--- config.mk ---
export PLATFORM = sky130hd
export DESIGN_NAME = pwmc_top
export DESIGN_NICKNAME = d
export VERILOG_FILES = /design/src/design/pwmc_pkg.sv /design/src/design/pwmc_clk_if.sv /design/src/design/pwmc_clkgen.sv /design/src/design/pwmc_top.sv
export SDC_FILE = /design/constraint.sdc
export NUM_CORES = 1
export LEC_CHECK = 0
export BUFFER_PORTS_ARGS = -buffer_cell sky130_fd_sc_hd__buf_2
export CAP_MARGIN = 40
export CORE_MARGIN = 3
export CORE_UTILIZATION = 60
export CTS_CLUSTER_SIZE = 20
export DETAILED_ROUTE_END_ITERATION = 16
export MAX_ROUTING_LAYER = met4
export PLACE_DENSITY = 0.85
export REMOVE_ABC_BUFFERS = 1
export SLEW_MARGIN = 20
export SYNTH_ARGS = -nofsm -noshare
export SYNTH_HDL_FRONTEND = slang
export SYNTH_HIERARCHICAL = 1
export SYNTH_SLANG_ARGS = --single-unit
--- constraint.sdc ---
create_clock -name REF_CLK_I -period 8.1 [get_ports REF_CLK_I]
set_clock_uncertainty 0.05 [all_clocks]
set_input_delay 0.81 -clock REF_CLK_I [delete_from_list [all_inputs] [get_ports REF_CLK_I]]
set_output_delay 0.81 -clock REF_CLK_I [all_outputs]
set_load 0.03 [all_outputs]
--- src/design/pwmc_pkg.sv ---
/*
  pwmc_pkg: shared constants of the pwm enable, polarity and clock
  select block: register offsets, field positions, masks, widths.
  Assumes a byte-wide register port and one bus clock.
*/
package pwmc_pkg;
  localparam int NCH = 8;
  localparam int ADDR_W = 6;
  localparam int DATA_W = 8;
  localparam int PCK_W = 3;
  localparam int PRESC_W = 7;
  localparam int SCL_CNT_W = 9;
  localparam int JOIN_LSB = 4;
  localparam int FIRST_PRESCALE_FIELD_LSB = 0;
  localparam int SECOND_PRESCALE_FIELD_LSB = 4;
  localparam logic [ADDR_W-1:0] ADDR_EN = 6'h00;
  localparam logic [ADDR_W-1:0] ADDR_POL = 6'h01;
  localparam logic [ADDR_W-1:0] ADDR_SCL = 6'h02;
  localparam logic [ADDR_W-1:0] ADDR_PRE = 6'h03;
  localparam logic [ADDR_W-1:0] ADDR_CTL = 6'h05;
  localparam logic [ADDR_W-1:0] ADDR_AB = 6'h06;
  localparam logic [ADDR_W-1:0] ADDR_SCLA = 6'h08;
  localparam logic [ADDR_W-1:0] ADDR_SCLB = 6'h09;
  localparam logic [ADDR_W-1:0] ADDR_CNT = 6'h0C;
  localparam logic [ADDR_W-1:0] ADDR_PER = 6'h14;
  localparam logic [ADDR_W-1:0] ADDR_DTY = 6'h1C;
  localparam logic [7:0] PRE_MASK = 8'h77;
  localparam logic [7:0] CTL_MASK = 8'hF0;
  localparam logic [7:0] RST_BYTE = 8'h00;
  localparam logic [7:0] ALL_CHAN = 8'hFF;
endpackage

--- src/design/pwmc_clk_if.sv ---
/*
  pwmc_clk_if: carries prescale settings from the register file to
  the clock generator and its clock enable pulses back.
  Assumes both ends sit on the same bus clock.
*/
interface pwmc_clk_if;
  logic run;
  logic [2:0] first_prescale_field;
  logic [2:0] second_prescale_field;
  logic [7:0] scla;
  logic [7:0] sclb;
  logic tick_a;
  logic tick_b;
  logic tick_sa;
  logic tick_sb;
  modport gen(input run, first_prescale_field, second_prescale_field, scla, sclb,
              output tick_a, tick_b, tick_sa, tick_sb);
  modport user(output run, first_prescale_field, second_prescale_field, scla, sclb,
               input tick_a, tick_b, tick_sa, tick_sb);
endinterface

--- src/design/pwmc_clkgen.sv ---
/*
  pwmc_clkgen: prescaler for clocks A and B and scalers for SA and SB,
  all as one-cycle enable pulses on the bus clock.
  Assumes settings come from registers on the same clock.
*/
module pwmc_clkgen
  import pwmc_pkg::*;
(
  // clock and reset
  input wire logic clk_i,
  input wire logic rst_n_i,
  // settings and enables
  pwmc_clk_if.gen ck
);
  typedef struct packed {
    logic [PRESC_W-1:0] presc;
    logic [SCL_CNT_W-1:0] sa_cnt;
    logic [SCL_CNT_W-1:0] sb_cnt;
  } pwmc_gen_s;

  pwmc_gen_s q;
  pwmc_gen_s next_q;
  logic [PRESC_W-1:0] mask_a;
  logic [PRESC_W-1:0] mask_b;
  logic [SCL_CNT_W-1:0] lim_a;
  logic [SCL_CNT_W-1:0] lim_b;
  logic ta;
  logic tb;

  // divide by two to the field value
  assign mask_a = PRESC_W'((8'h01 << ck.first_prescale_field) - 8'h01); // [RULE15]
  assign mask_b = PRESC_W'((8'h01 << ck.second_prescale_field) - 8'h01); // [RULE15]
  assign ta = ck.run && ((q.presc & mask_a) == mask_a);
  assign tb = ck.run && ((q.presc & mask_b) == mask_b);
  // scaled clock divides by twice the scale, zero meaning 256
  assign lim_a = (ck.scla == 8'h00) ? 9'h1FF : {ck.scla, 1'b0} - 9'h001;
  assign lim_b = (ck.sclb == 8'h00) ? 9'h1FF : {ck.sclb, 1'b0} - 9'h001;
  assign ck.tick_a = ta;
  assign ck.tick_b = tb;
  assign ck.tick_sa = ta && (q.sa_cnt == lim_a);
  assign ck.tick_sb = tb && (q.sb_cnt == lim_b);

  always_comb begin
    next_q = q;
    if (!ck.run) begin
      next_q = '0; // [RULE6]
    end else begin
      next_q.presc = q.presc + 7'h01;
      if (ta) begin
        next_q.sa_cnt = (q.sa_cnt == lim_a) ? 9'h000 : q.sa_cnt + 9'h001;
      end
      if (tb) begin
        next_q.sb_cnt = (q.sb_cnt == lim_b) ? 9'h000 : q.sb_cnt + 9'h001;
      end
    end
  end

  always_ff @(posedge clk_i or negedge rst_n_i) begin
    if (!rst_n_i) begin
      q <= '0;
    end else begin
      q <= next_q;
    end
  end
endmodule // pwmc_clkgen

--- src/design/pwmc_top.sv ---
/*
  pwmc_top: per-channel enable, start polarity and clock select of an
  eight-channel pwm, with left aligned 8/16-bit period counting.
  Assumes a byte register port with read data one cycle after strobe.
*/
// Functional notes
// RULE1 - each channel has its own enable bit
// RULE2 - waveform waits for next source clock tick
// RULE3 - first period after enable may be irregular
// RULE4 - joined pair enabled by low channel only
// RULE5 - joined high channel enable ignored, output off
// RULE6 - prescaler stops when no channel enabled
// RULE7 - missing channel bits ignore writes, read zero
// RULE8 - polarity one: high first, low at duty
// RULE9 - polarity zero: low first, high at duty
// RULE10 - polarity writable anytime, unsynchronised
// RULE11 - clock select writable anytime
// RULE12 - scaled select picks scaled or plain clock
// RULE13 - channels 0,1,4,5: A, SA, B, SB
// RULE14 - channels 2,3,6,7: B, SB, A, SA
// RULE15 - clocks A, B divide by power of two
// RULE16 - joined pair settings come from low channel
// RULE17 - disabled channel static low, counter held
module pwmc_top
  import pwmc_pkg::*;
#(
  parameter logic [7:0] CHAN_MASK = ALL_CHAN
) (
  // clock and reset
  input wire logic REF_CLK_I,
  input wire logic RSTN_I,
  // register port
  input wire logic [pwmc_pkg::ADDR_W-1:0] ADDR_I,
  input wire logic [pwmc_pkg::DATA_W-1:0] WDATA_I,
  input wire logic WR_I,
  input wire logic RD_I,
  output logic [pwmc_pkg::DATA_W-1:0] RDATA_O,
  // pwm pins
  output logic [pwmc_pkg::NCH-1:0] PWM_O
);
  import pwmc_pkg::*;

  typedef struct packed {
    logic [7:0] en;
    logic [7:0] pol;
    logic [7:0] scl;
    logic [7:0] pre;
    logic [7:0] ctl;
    logic [7:0] ab;
    logic [7:0] scla;
    logic [7:0] sclb;
    logic [NCH-1:0][7:0] per;
    logic [NCH-1:0][7:0] dty;
    logic [NCH-1:0][7:0] cnt;
    logic [NCH-1:0] run;
    logic [NCH-1:0] out;
    logic [7:0] rdata;
  } pwmc_state_s;

  pwmc_state_s q;
  pwmc_state_s next_q;
  logic [NCH-1:0] src_tick;
  logic [NCH-1:0] en_eff;
  logic [7:0] join_mask;
  logic [2:0] idx;
  logic [7:0] rd;

  pwmc_clk_if ck();

  pwmc_clkgen u_gen (
    .clk_i(REF_CLK_I),
    .rst_n_i(RSTN_I),
    .ck(ck.gen)
  );

  assign ck.run = |(q.en & CHAN_MASK); // [RULE6]
  assign ck.first_prescale_field = q.pre[FIRST_PRESCALE_FIELD_LSB +: PCK_W];
  assign ck.second_prescale_field = q.pre[SECOND_PRESCALE_FIELD_LSB +: PCK_W];
  assign ck.scla = q.scla;
  assign ck.sclb = q.sclb;
  assign RDATA_O = q.rdata;
  assign PWM_O = q.out;
  assign idx = ADDR_I[2:0] - ADDR_PER[2:0];

  // source clock and effective enable per channel
  for (genvar i = 0; i < NCH; i++) begin : g_ch
    localparam bit GRP_A = (i % 4) < 2;
    logic use_a;
    assign use_a = GRP_A ? !q.ab[i] : q.ab[i]; // [RULE13] [RULE14]
    assign src_tick[i] = use_a ? (q.scl[i] ? ck.tick_sa : ck.tick_a)
                               : (q.scl[i] ? ck.tick_sb : ck.tick_b); // [RULE12]
    if (i % 2 == 0) begin : g_hi
      assign en_eff[i] = q.en[i] && !q.ctl[JOIN_LSB + i / 2]; // [RULE5]
      assign join_mask[JOIN_LSB + i / 2] = CHAN_MASK[i] && CHAN_MASK[i+1];
    end else begin : g_lo
      assign en_eff[i] = q.en[i]; // [RULE4]
    end
  end
  assign join_mask[JOIN_LSB-1:0] = 4'h0;

  // read mux
  always_comb begin
    rd = 8'h00;
    if (ADDR_I == ADDR_EN) begin
      rd = q.en;
    end else if (ADDR_I == ADDR_POL) begin
      rd = q.pol;
    end else if (ADDR_I == ADDR_SCL) begin
      rd = q.scl;
    end else if (ADDR_I == ADDR_PRE) begin
      rd = q.pre;
    end else if (ADDR_I == ADDR_CTL) begin
      rd = q.ctl;
    end else if (ADDR_I == ADDR_AB) begin
      rd = q.ab;
    end else if (ADDR_I == ADDR_SCLA) begin
      rd = q.scla;
    end else if (ADDR_I == ADDR_SCLB) begin
      rd = q.sclb;
    end else if (ADDR_I >= ADDR_CNT && ADDR_I < ADDR_PER) begin
      rd = CHAN_MASK[idx] ? q.cnt[idx] : 8'h00;
    end else if (ADDR_I >= ADDR_PER && ADDR_I < ADDR_DTY) begin
      rd = CHAN_MASK[idx] ? q.per[idx] : 8'h00;
    end else if (ADDR_I >= ADDR_DTY && ADDR_I < ADDR_DTY + 6'h08) begin
      rd = CHAN_MASK[idx] ? q.dty[idx] : 8'h00;
    end
  end

  always_comb begin
    logic j;
    logic [15:0] per16;
    logic [15:0] dty16;
    logic [15:0] cnt16;
    logic [15:0] cnt_nx;
    j = 1'b0;
    per16 = 16'h0000;
    dty16 = 16'h0000;
    cnt16 = 16'h0000;
    cnt_nx = 16'h0000;
    next_q = q;
    next_q.rdata = RD_I ? rd : 8'h00;
    // writes land at once, no sync to the waveform
    if (WR_I) begin
      if (ADDR_I == ADDR_EN) begin
        next_q.en = WDATA_I & CHAN_MASK; // [RULE1] [RULE7]
      end else if (ADDR_I == ADDR_POL) begin
        next_q.pol = WDATA_I & CHAN_MASK; // [RULE10] [RULE7]
      end else if (ADDR_I == ADDR_SCL) begin
        next_q.scl = WDATA_I & CHAN_MASK; // [RULE11] [RULE7]
      end else if (ADDR_I == ADDR_PRE) begin
        next_q.pre = WDATA_I & PRE_MASK;
      end else if (ADDR_I == ADDR_CTL) begin
        next_q.ctl = WDATA_I & CTL_MASK & join_mask; // [RULE7]
      end else if (ADDR_I == ADDR_AB) begin
        next_q.ab = WDATA_I & CHAN_MASK; // [RULE11] [RULE7]
      end else if (ADDR_I == ADDR_SCLA) begin
        next_q.scla = WDATA_I;
      end else if (ADDR_I == ADDR_SCLB) begin
        next_q.sclb = WDATA_I;
      end else if (ADDR_I >= ADDR_PER && ADDR_I < ADDR_DTY) begin
        if (CHAN_MASK[idx]) begin
          next_q.per[idx] = WDATA_I;
        end
      end else if (ADDR_I >= ADDR_DTY && ADDR_I < ADDR_DTY + 6'h08) begin
        if (CHAN_MASK[idx]) begin
          next_q.dty[idx] = WDATA_I;
        end
      end
    end
    for (int i = 0; i < NCH; i++) begin
      // joined low channel counts over both bytes
      j = (i % 2 == 1) && q.ctl[JOIN_LSB + i / 2]; // [RULE16]
      per16 = j ? {q.per[i & 6], q.per[i]} : {8'h00, q.per[i]};
      dty16 = j ? {q.dty[i & 6], q.dty[i]} : {8'h00, q.dty[i]};
      cnt16 = j ? {q.cnt[i & 6], q.cnt[i]} : {8'h00, q.cnt[i]};
      cnt_nx = cnt16;
      if (!en_eff[i]) begin
        next_q.run[i] = 1'b0;
        next_q.out[i] = 1'b0; // [RULE17] [RULE5]
      end else if (!q.run[i]) begin
        // counter resumes from held value
        next_q.run[i] = src_tick[i]; // [RULE2] [RULE3]
        next_q.out[i] = 1'b0;
      end else begin
        next_q.out[i] = (cnt16 < dty16) ? q.pol[i] : !q.pol[i]; // [RULE8] [RULE9]
        if (src_tick[i]) begin
          if (per16 == 16'h0000 || cnt16 >= per16 - 16'h0001) begin
            cnt_nx = 16'h0000;
          end else begin
            cnt_nx = cnt16 + 16'h0001;
          end
          next_q.cnt[i] = cnt_nx[7:0];
          if (j) begin
            next_q.cnt[i & 6] = cnt_nx[15:8]; // [RULE16]
          end
        end
      end
    end
  end

  always_ff @(posedge REF_CLK_I or negedge RSTN_I) begin
    if (!RSTN_I) begin
      q <= '0;
    end else begin
      q <= next_q;
    end
  end
endmodule // pwmc_top

Word level (Yosys, flattened, before mapping)
Memory sizes are Yosys's and may differ from the RTL's.
Index checks and enable logic that the tools add are counted.
{ "classes": {"add_sub_neg": 24, "n_shift": 2, "bitwise_logic": 11, "mux": 145, "n_lt_le_gt_ge": 24, "reduce_logical": 58, "eq_ne": 13} }
{ "op_table": {"columns": ["op", "count"], "rows": [
  ["2-to-1 mux 8 bit", 51],
  ["2-to-1 mux 16 bit", 16],
  ["bitwise mux 64 bit", 2],
  ["binary-select mux 8 bit (select 3 bit)", 3],
  ["2-to-1 mux 1 bit", 65],
  ["adder 16 x 1 -> 16 bit (second input constant)", 4],
  [">= comparator 16 bit", 4],
  [">= comparator 8 x 16 -> 1 bit", 4],
  ["zero test 16 bit", 4],
  ["< comparator 16 bit", 4],
  ["subtractor 16 x 1 -> 16 bit (second input constant)", 4],
  ["2-to-1 mux 9 bit", 6],
  ["zero test 8 bit", 6],
  ["subtractor 8 x 1 -> 9 bit (second input constant)", 4],
  ["adder 8 x 1 -> 8 bit (second input constant)", 4],
  ["< comparator 8 bit", 4],
  ["2-to-1 mux 25 bit", 1],
  ["demux 8 bit (select 3 bit)", 1],
  ["adder 9 x 1 -> 9 bit (second input constant)", 2],
  ["== test 9 bit", 2],
  ["subtractor 9 x 1 -> 9 bit (second input constant)", 2],
  ["AND reduction 3 bit", 5],
  ["bitwise AND 7 bit", 2],
  ["== test 7 bit", 2],
  ["30 further kinds", 75]
]} }
{ "totals": {"memories": 1, "romBits": 8, "reg_bits": 299, "output_inout_bits": 16} }
{ "mem_list": {"columns": ["name", "words", "width", "rd", "rd_clocked_by_memory_dff", "wr", "line_no", "source"], "rows": [
  ["(name not given)", 8, 1, 1, 0, 0, "pwmc_top.sv:165", "if (CHAN_MASK[idx]) begin"]
]} }

Depth between registers and ports, before layout
{ "depth": {"word_depth": 16, "mapped_depth": 18, "mapped_depth_nobuf": 16} }

Modules after synthesis
The synthesis kept the hierarchy.
{ "by_module_without_submodules": {"columns": ["module", "instances", "area_per_inst_um2", "cells_per_inst"], "rows": [
  ["pwmc_top", 1, 21105.2, 2209],
  ["pwmc_clkgen", 1, 2274.7, 290]
]} }

Worst setup path after synthesis
Ideal clock, no wire load.
{ "synth_path": {"path_kind": "register to register", "from": "register q (netlist bit ck.scla[0])", "to": "register q[61] in the netlist's numbering", "synth_period_minus_slack_ns": 3.757, "arrival_ns": 3.643, "n_path_buf": 2, "stages_incl_launch_ff": 18, "slack_ns": 4.343, "cell_sequence": "dfrtp_1 -> inv_1 -> ha_1 -> buf_2 -> nor3b_1 -> xnor2_1 -> mux2_2 -> a32oi_1 -> or3_1 -> or2_1 -> nor2_1 -> mux4_2 -> and3_1 -> nand2_1 -> or2_2 -> buf_6 -> o221ai_1 -> o21a_1"} }
{ "synth_rtl": {"columns": ["element", "line_no", "source"], "rows": [
  ["start, declared", "pwmc_top.sv:60", "pwmc_state_s q;"],
  ["start signal, assigned", "pwmc_top.sv:205", "q <= next_q;"]
]} }

==> summary by stage <==
Cells and area
The cell area after layout is 24830 um2. The most common cell after layout, fill and taps aside is dfrtp_1. At the end of the flow, the number of nets in the layout was 2684.

In the layout the commonest cells are dfrtp_1, nand2_1, ha_1. The multi-input logic area is 14650 um2. The sequential standard cell area is 7482 um2. Of the cells placed in the final design, the portion with a size suffix greater than 1 is 0.1493. The total of fill cells in the finished design is 3006.

The layout-stage area growth over the synthesis result is 6.208%.

Clocking
The number of cells upsized or downsized after cts is 0. The tree is rooted in a clkbuf_16. The clock input transition at the sequential cells of the worst setup and hold paths is 0.06 ns. The maximum root-to-sink buffer count is 3.

Clock latency on the worst-skew pair, taken at its later pin, is 0.57 ns. The CTS tree is built. The total CTS buffers is 36. The clock drives 299 sinks. The H-tree generated during clock tree synthesis spans 2 levels. The number of setup buffers added after CTS is 0. The hold buffer count at CTS is 0.

Routing
The first detailed-routing pass took 6 iterations. Once detail routing completed, the nets flagged for antenna violations numbered 0. After detailed routing, the total wire length is 72.48 mm.

The detail-routed net length per standard cell is 24.24 um. For this block, the initial DRC count from the detailed router was 2447. The ratio of routed vias to standard cells is 7.005.

After detailed routing, the number of remaining DRC violations is 0. For this block, the via count after detailed routing is 20940.

Synth
The cell taking the most area after synthesis is dfrtp_1. The gate count of the mapped netlist is 2499. For this run, asynchronously set or reset flops after synthesis account for 1.000. The predominant post-synthesis flop cell is dfrtp_1.

Synthesis instantiated 103 different standard cells from the library. The synthesized cell area is 23380 um2. The portion of the post-synthesis area used by sequential elements is 0.3200.

The yosys synthesis warning count is 6. The count of flip-flops with a built-in enable after synthesis is 0. In the post-synthesis netlist, the biggest area contributors are dfrtp_1, ha_1, mux2_2, mux4_2, nand2_1. Of the post-synthesis cell area, the dominant cell type holds 0.3200. In this run the mean area of a mapped cell was 9.356 um2. The synthesized design contains 299 register bits.

Flow run
The count of maximum capacitance violations is 0.

Timing
At the pin with the least slew margin, the transition time is 1.023 ns. The time the worst path needs with I/O delays and setup is 5.137 ns. The worst pin sits at a relative slew slack of 0.3179. Setup violations remaining at the end of the flow were counted as 0. The maximum clock rate is 194.7 MHz. The worst setup slack after layout is 2.963 ns. The count of final hold-check violations came to 0. Of the available clock period, the critical path in the final layout requires 0.6342. The final setup TNS is 0 ns. The max-slew violation count is 0. Setup repair after global routing left no endpoint under its margin.

Pwr
In this run the static leakage power is 11.32 nW. In this run the power density over the cells is 207.7 nW/um2. Across the VDD grid, the largest voltage drop is 0.1666 mV.

Die
The die covers 41370 um2. The vertical extent of the die is 203.4 um. The initial cell density of the core is 0.6149. In this run the horizontal extent of the chip is 203.4 um. The core footprint is 38020 um2. The count of pins on the block boundary is 34.

The number of rows created at floorplan is 71.

GRT
The wire length of the first global-routing pass is 114.4 mm. The initial antenna violation count is 1. The overall overflow remaining after global route is 0. The number of global-route vias before repair is 20590. The pin count of the biggest net entering global routing is 165. The aggregate global-route resource usage is 0.3598.

Setup path
Tracing the worst setup path back leads to its startpoint at ck.scla[0]$_DFFE_PN0P_. The required arrival time at the worst endpoint is 8.48 ns. Along the worst path, the maximum fanout reaches 18. The type of the worst setup path is reg2reg.

The critical path capture point type is a register. The worst setup path is launched from a register. The worst flop-to-flop path startpoint is ck.scla[0]$_DFFE_PN0P_. Data arrives at the worst endpoint at 5.51 ns.

Placement
At the end of routability-driven placement, the weighted congestion stood at 1.069. The port buffer count is 33. The placed wire-length estimate is 52.10 mm. Prior to clock tree synthesis, the placed netlist has a worst setup slack of 3.171 ns. The cell area after placement is 23570 um2.

Min path
The min-delay analysis places its worst path in the category in2async.

Outcome
The run finished with clean final reports.
## cell type report
class,instances,area share
Multi-Input combinational cell,1925,0.5900
Sequential cell,299,0.3013
Clock buffer,50,0.04162
Tap cell,511,0.02575
Inverter,141,0.02131
Timing Repair Buffer,48,0.01300
Clock inverter,15,0.006903
Antenna cell,1,0.0001008
## synth_stat cells (24+ instances only)
library cell    n
nand2_1       247
a31oi_1        36
clkbuf_1       60
nor2_1        126
ha_1          215
xor2_1         30
nor3_1         49
buf_2          33
mux2_2        144
inv_1         141
o21ai_0       182
a21oi_1        94
o22ai_1        24
and3_1         49
and2_1         40
nand3_1        84
nand2b_1       37
nand4_1        44
dfrtp_1       299
a32oi_1        24
mux4_2         57
a21o_1         47
xnor2_1        67
## critical path: stages, from the launching register on
cell and delay [ns]:
dfrtp_1 0.50, inv_1 0.14, ha_1 0.24, nor2b_1 0.18, o211a_1 0.22, a211oi_1 0.25
o211ai_1 0.17, or3_1 0.42, or2_1 0.27, nor2_1 0.52, mux4_2 0.39, nand3_1 0.35
nor2_2 0.67, nor2_1 0.27, a32oi_1 0.27, a21oi_1 0.11
## cells by family (layout without fill, tap and decap cells)
logic type,count (synthesis),in the layout,synth area share
other cells,0,1,0
flops,299,299,0.3200
buf+inv,275,254,0.05336
xor+xnor,97,97,0.03634
simple gates,818,818,0.1799
mux,216,216,0.1314
fa+ha+maj,217,217,0.1159
compound gates,577,577,0.1631
## power by group
part	internal (W)	leakage (nW)	switching [W]
logic	0.000632	6.83	0.000866
clock network	0.000991	0.598	0.000678
registers	0.00168	3.90	0.000315
total	0.00330	11.3	0.00186
## routing by layer
metal | global-route usage | vias to the layer above | part of all wire
li1 | - | 9122 | -
met1 | 0.4592 | 10190 | 0.38
met2 | 0.5549 | 1312 | 0.45
met3 | 0.05986 | 323 | 0.10
met4 | 0.1890 | 0 | 0.061
met5 | - | - | 0
## flip-flops by register name (all words and copies together), names as in the netlist
register / count
q: 228
u_gen/q: 25
PWM_O: 8
RDATA_O: 8
ck.scla: 8
ck.sclb: 8
en_eff: 4
g_ch.use_a: 4
ck.first_prescale_field: 3
ck.second_prescale_field: 3
## stage by stage
stage | power (W) | instances | hold slack [ns] | utilization
floorplan | 0.002930 | 2365 | 0.4286 | -
global placement | 0.003364 | 2917 | 0.4475 | 0.6194
detailed placement | 0.003450 | 2918 | 0.4556 | 0.6198
CTS | 0.005120 | 2983 | 0.2350 | 0.6515
global route | 0.005394 | 2990 | 0.2725 | 0.6531
finish | 0.005158 | 2990 | 0.2040 | 0.6531
## path summary, 6_finish.rpt
| path | endpoint | slack (ns) | depth (start not counted) |
|---|---|---|---|
| worst max-delay path | q[45]$_DFF_PN0_ | 2.96 | 15 |
| worst min-delay path | q[76]$_DFF_PN0_ | 0.20 | 1 |
| worst max register to register | q[45]$_DFF_PN0_ | 2.96 | 15 |
| worst min register to register | q[19]$_DFF_PN0_ | 0.47 | 1 |
| max in group asynchronous | q[18]$_DFF_PN0_ | 6.42 | 2 |
| min in group REF_CLK_I | q[19]$_DFF_PN0_ | 0.47 | 1 |
Power figures use the tool's default switching activity.
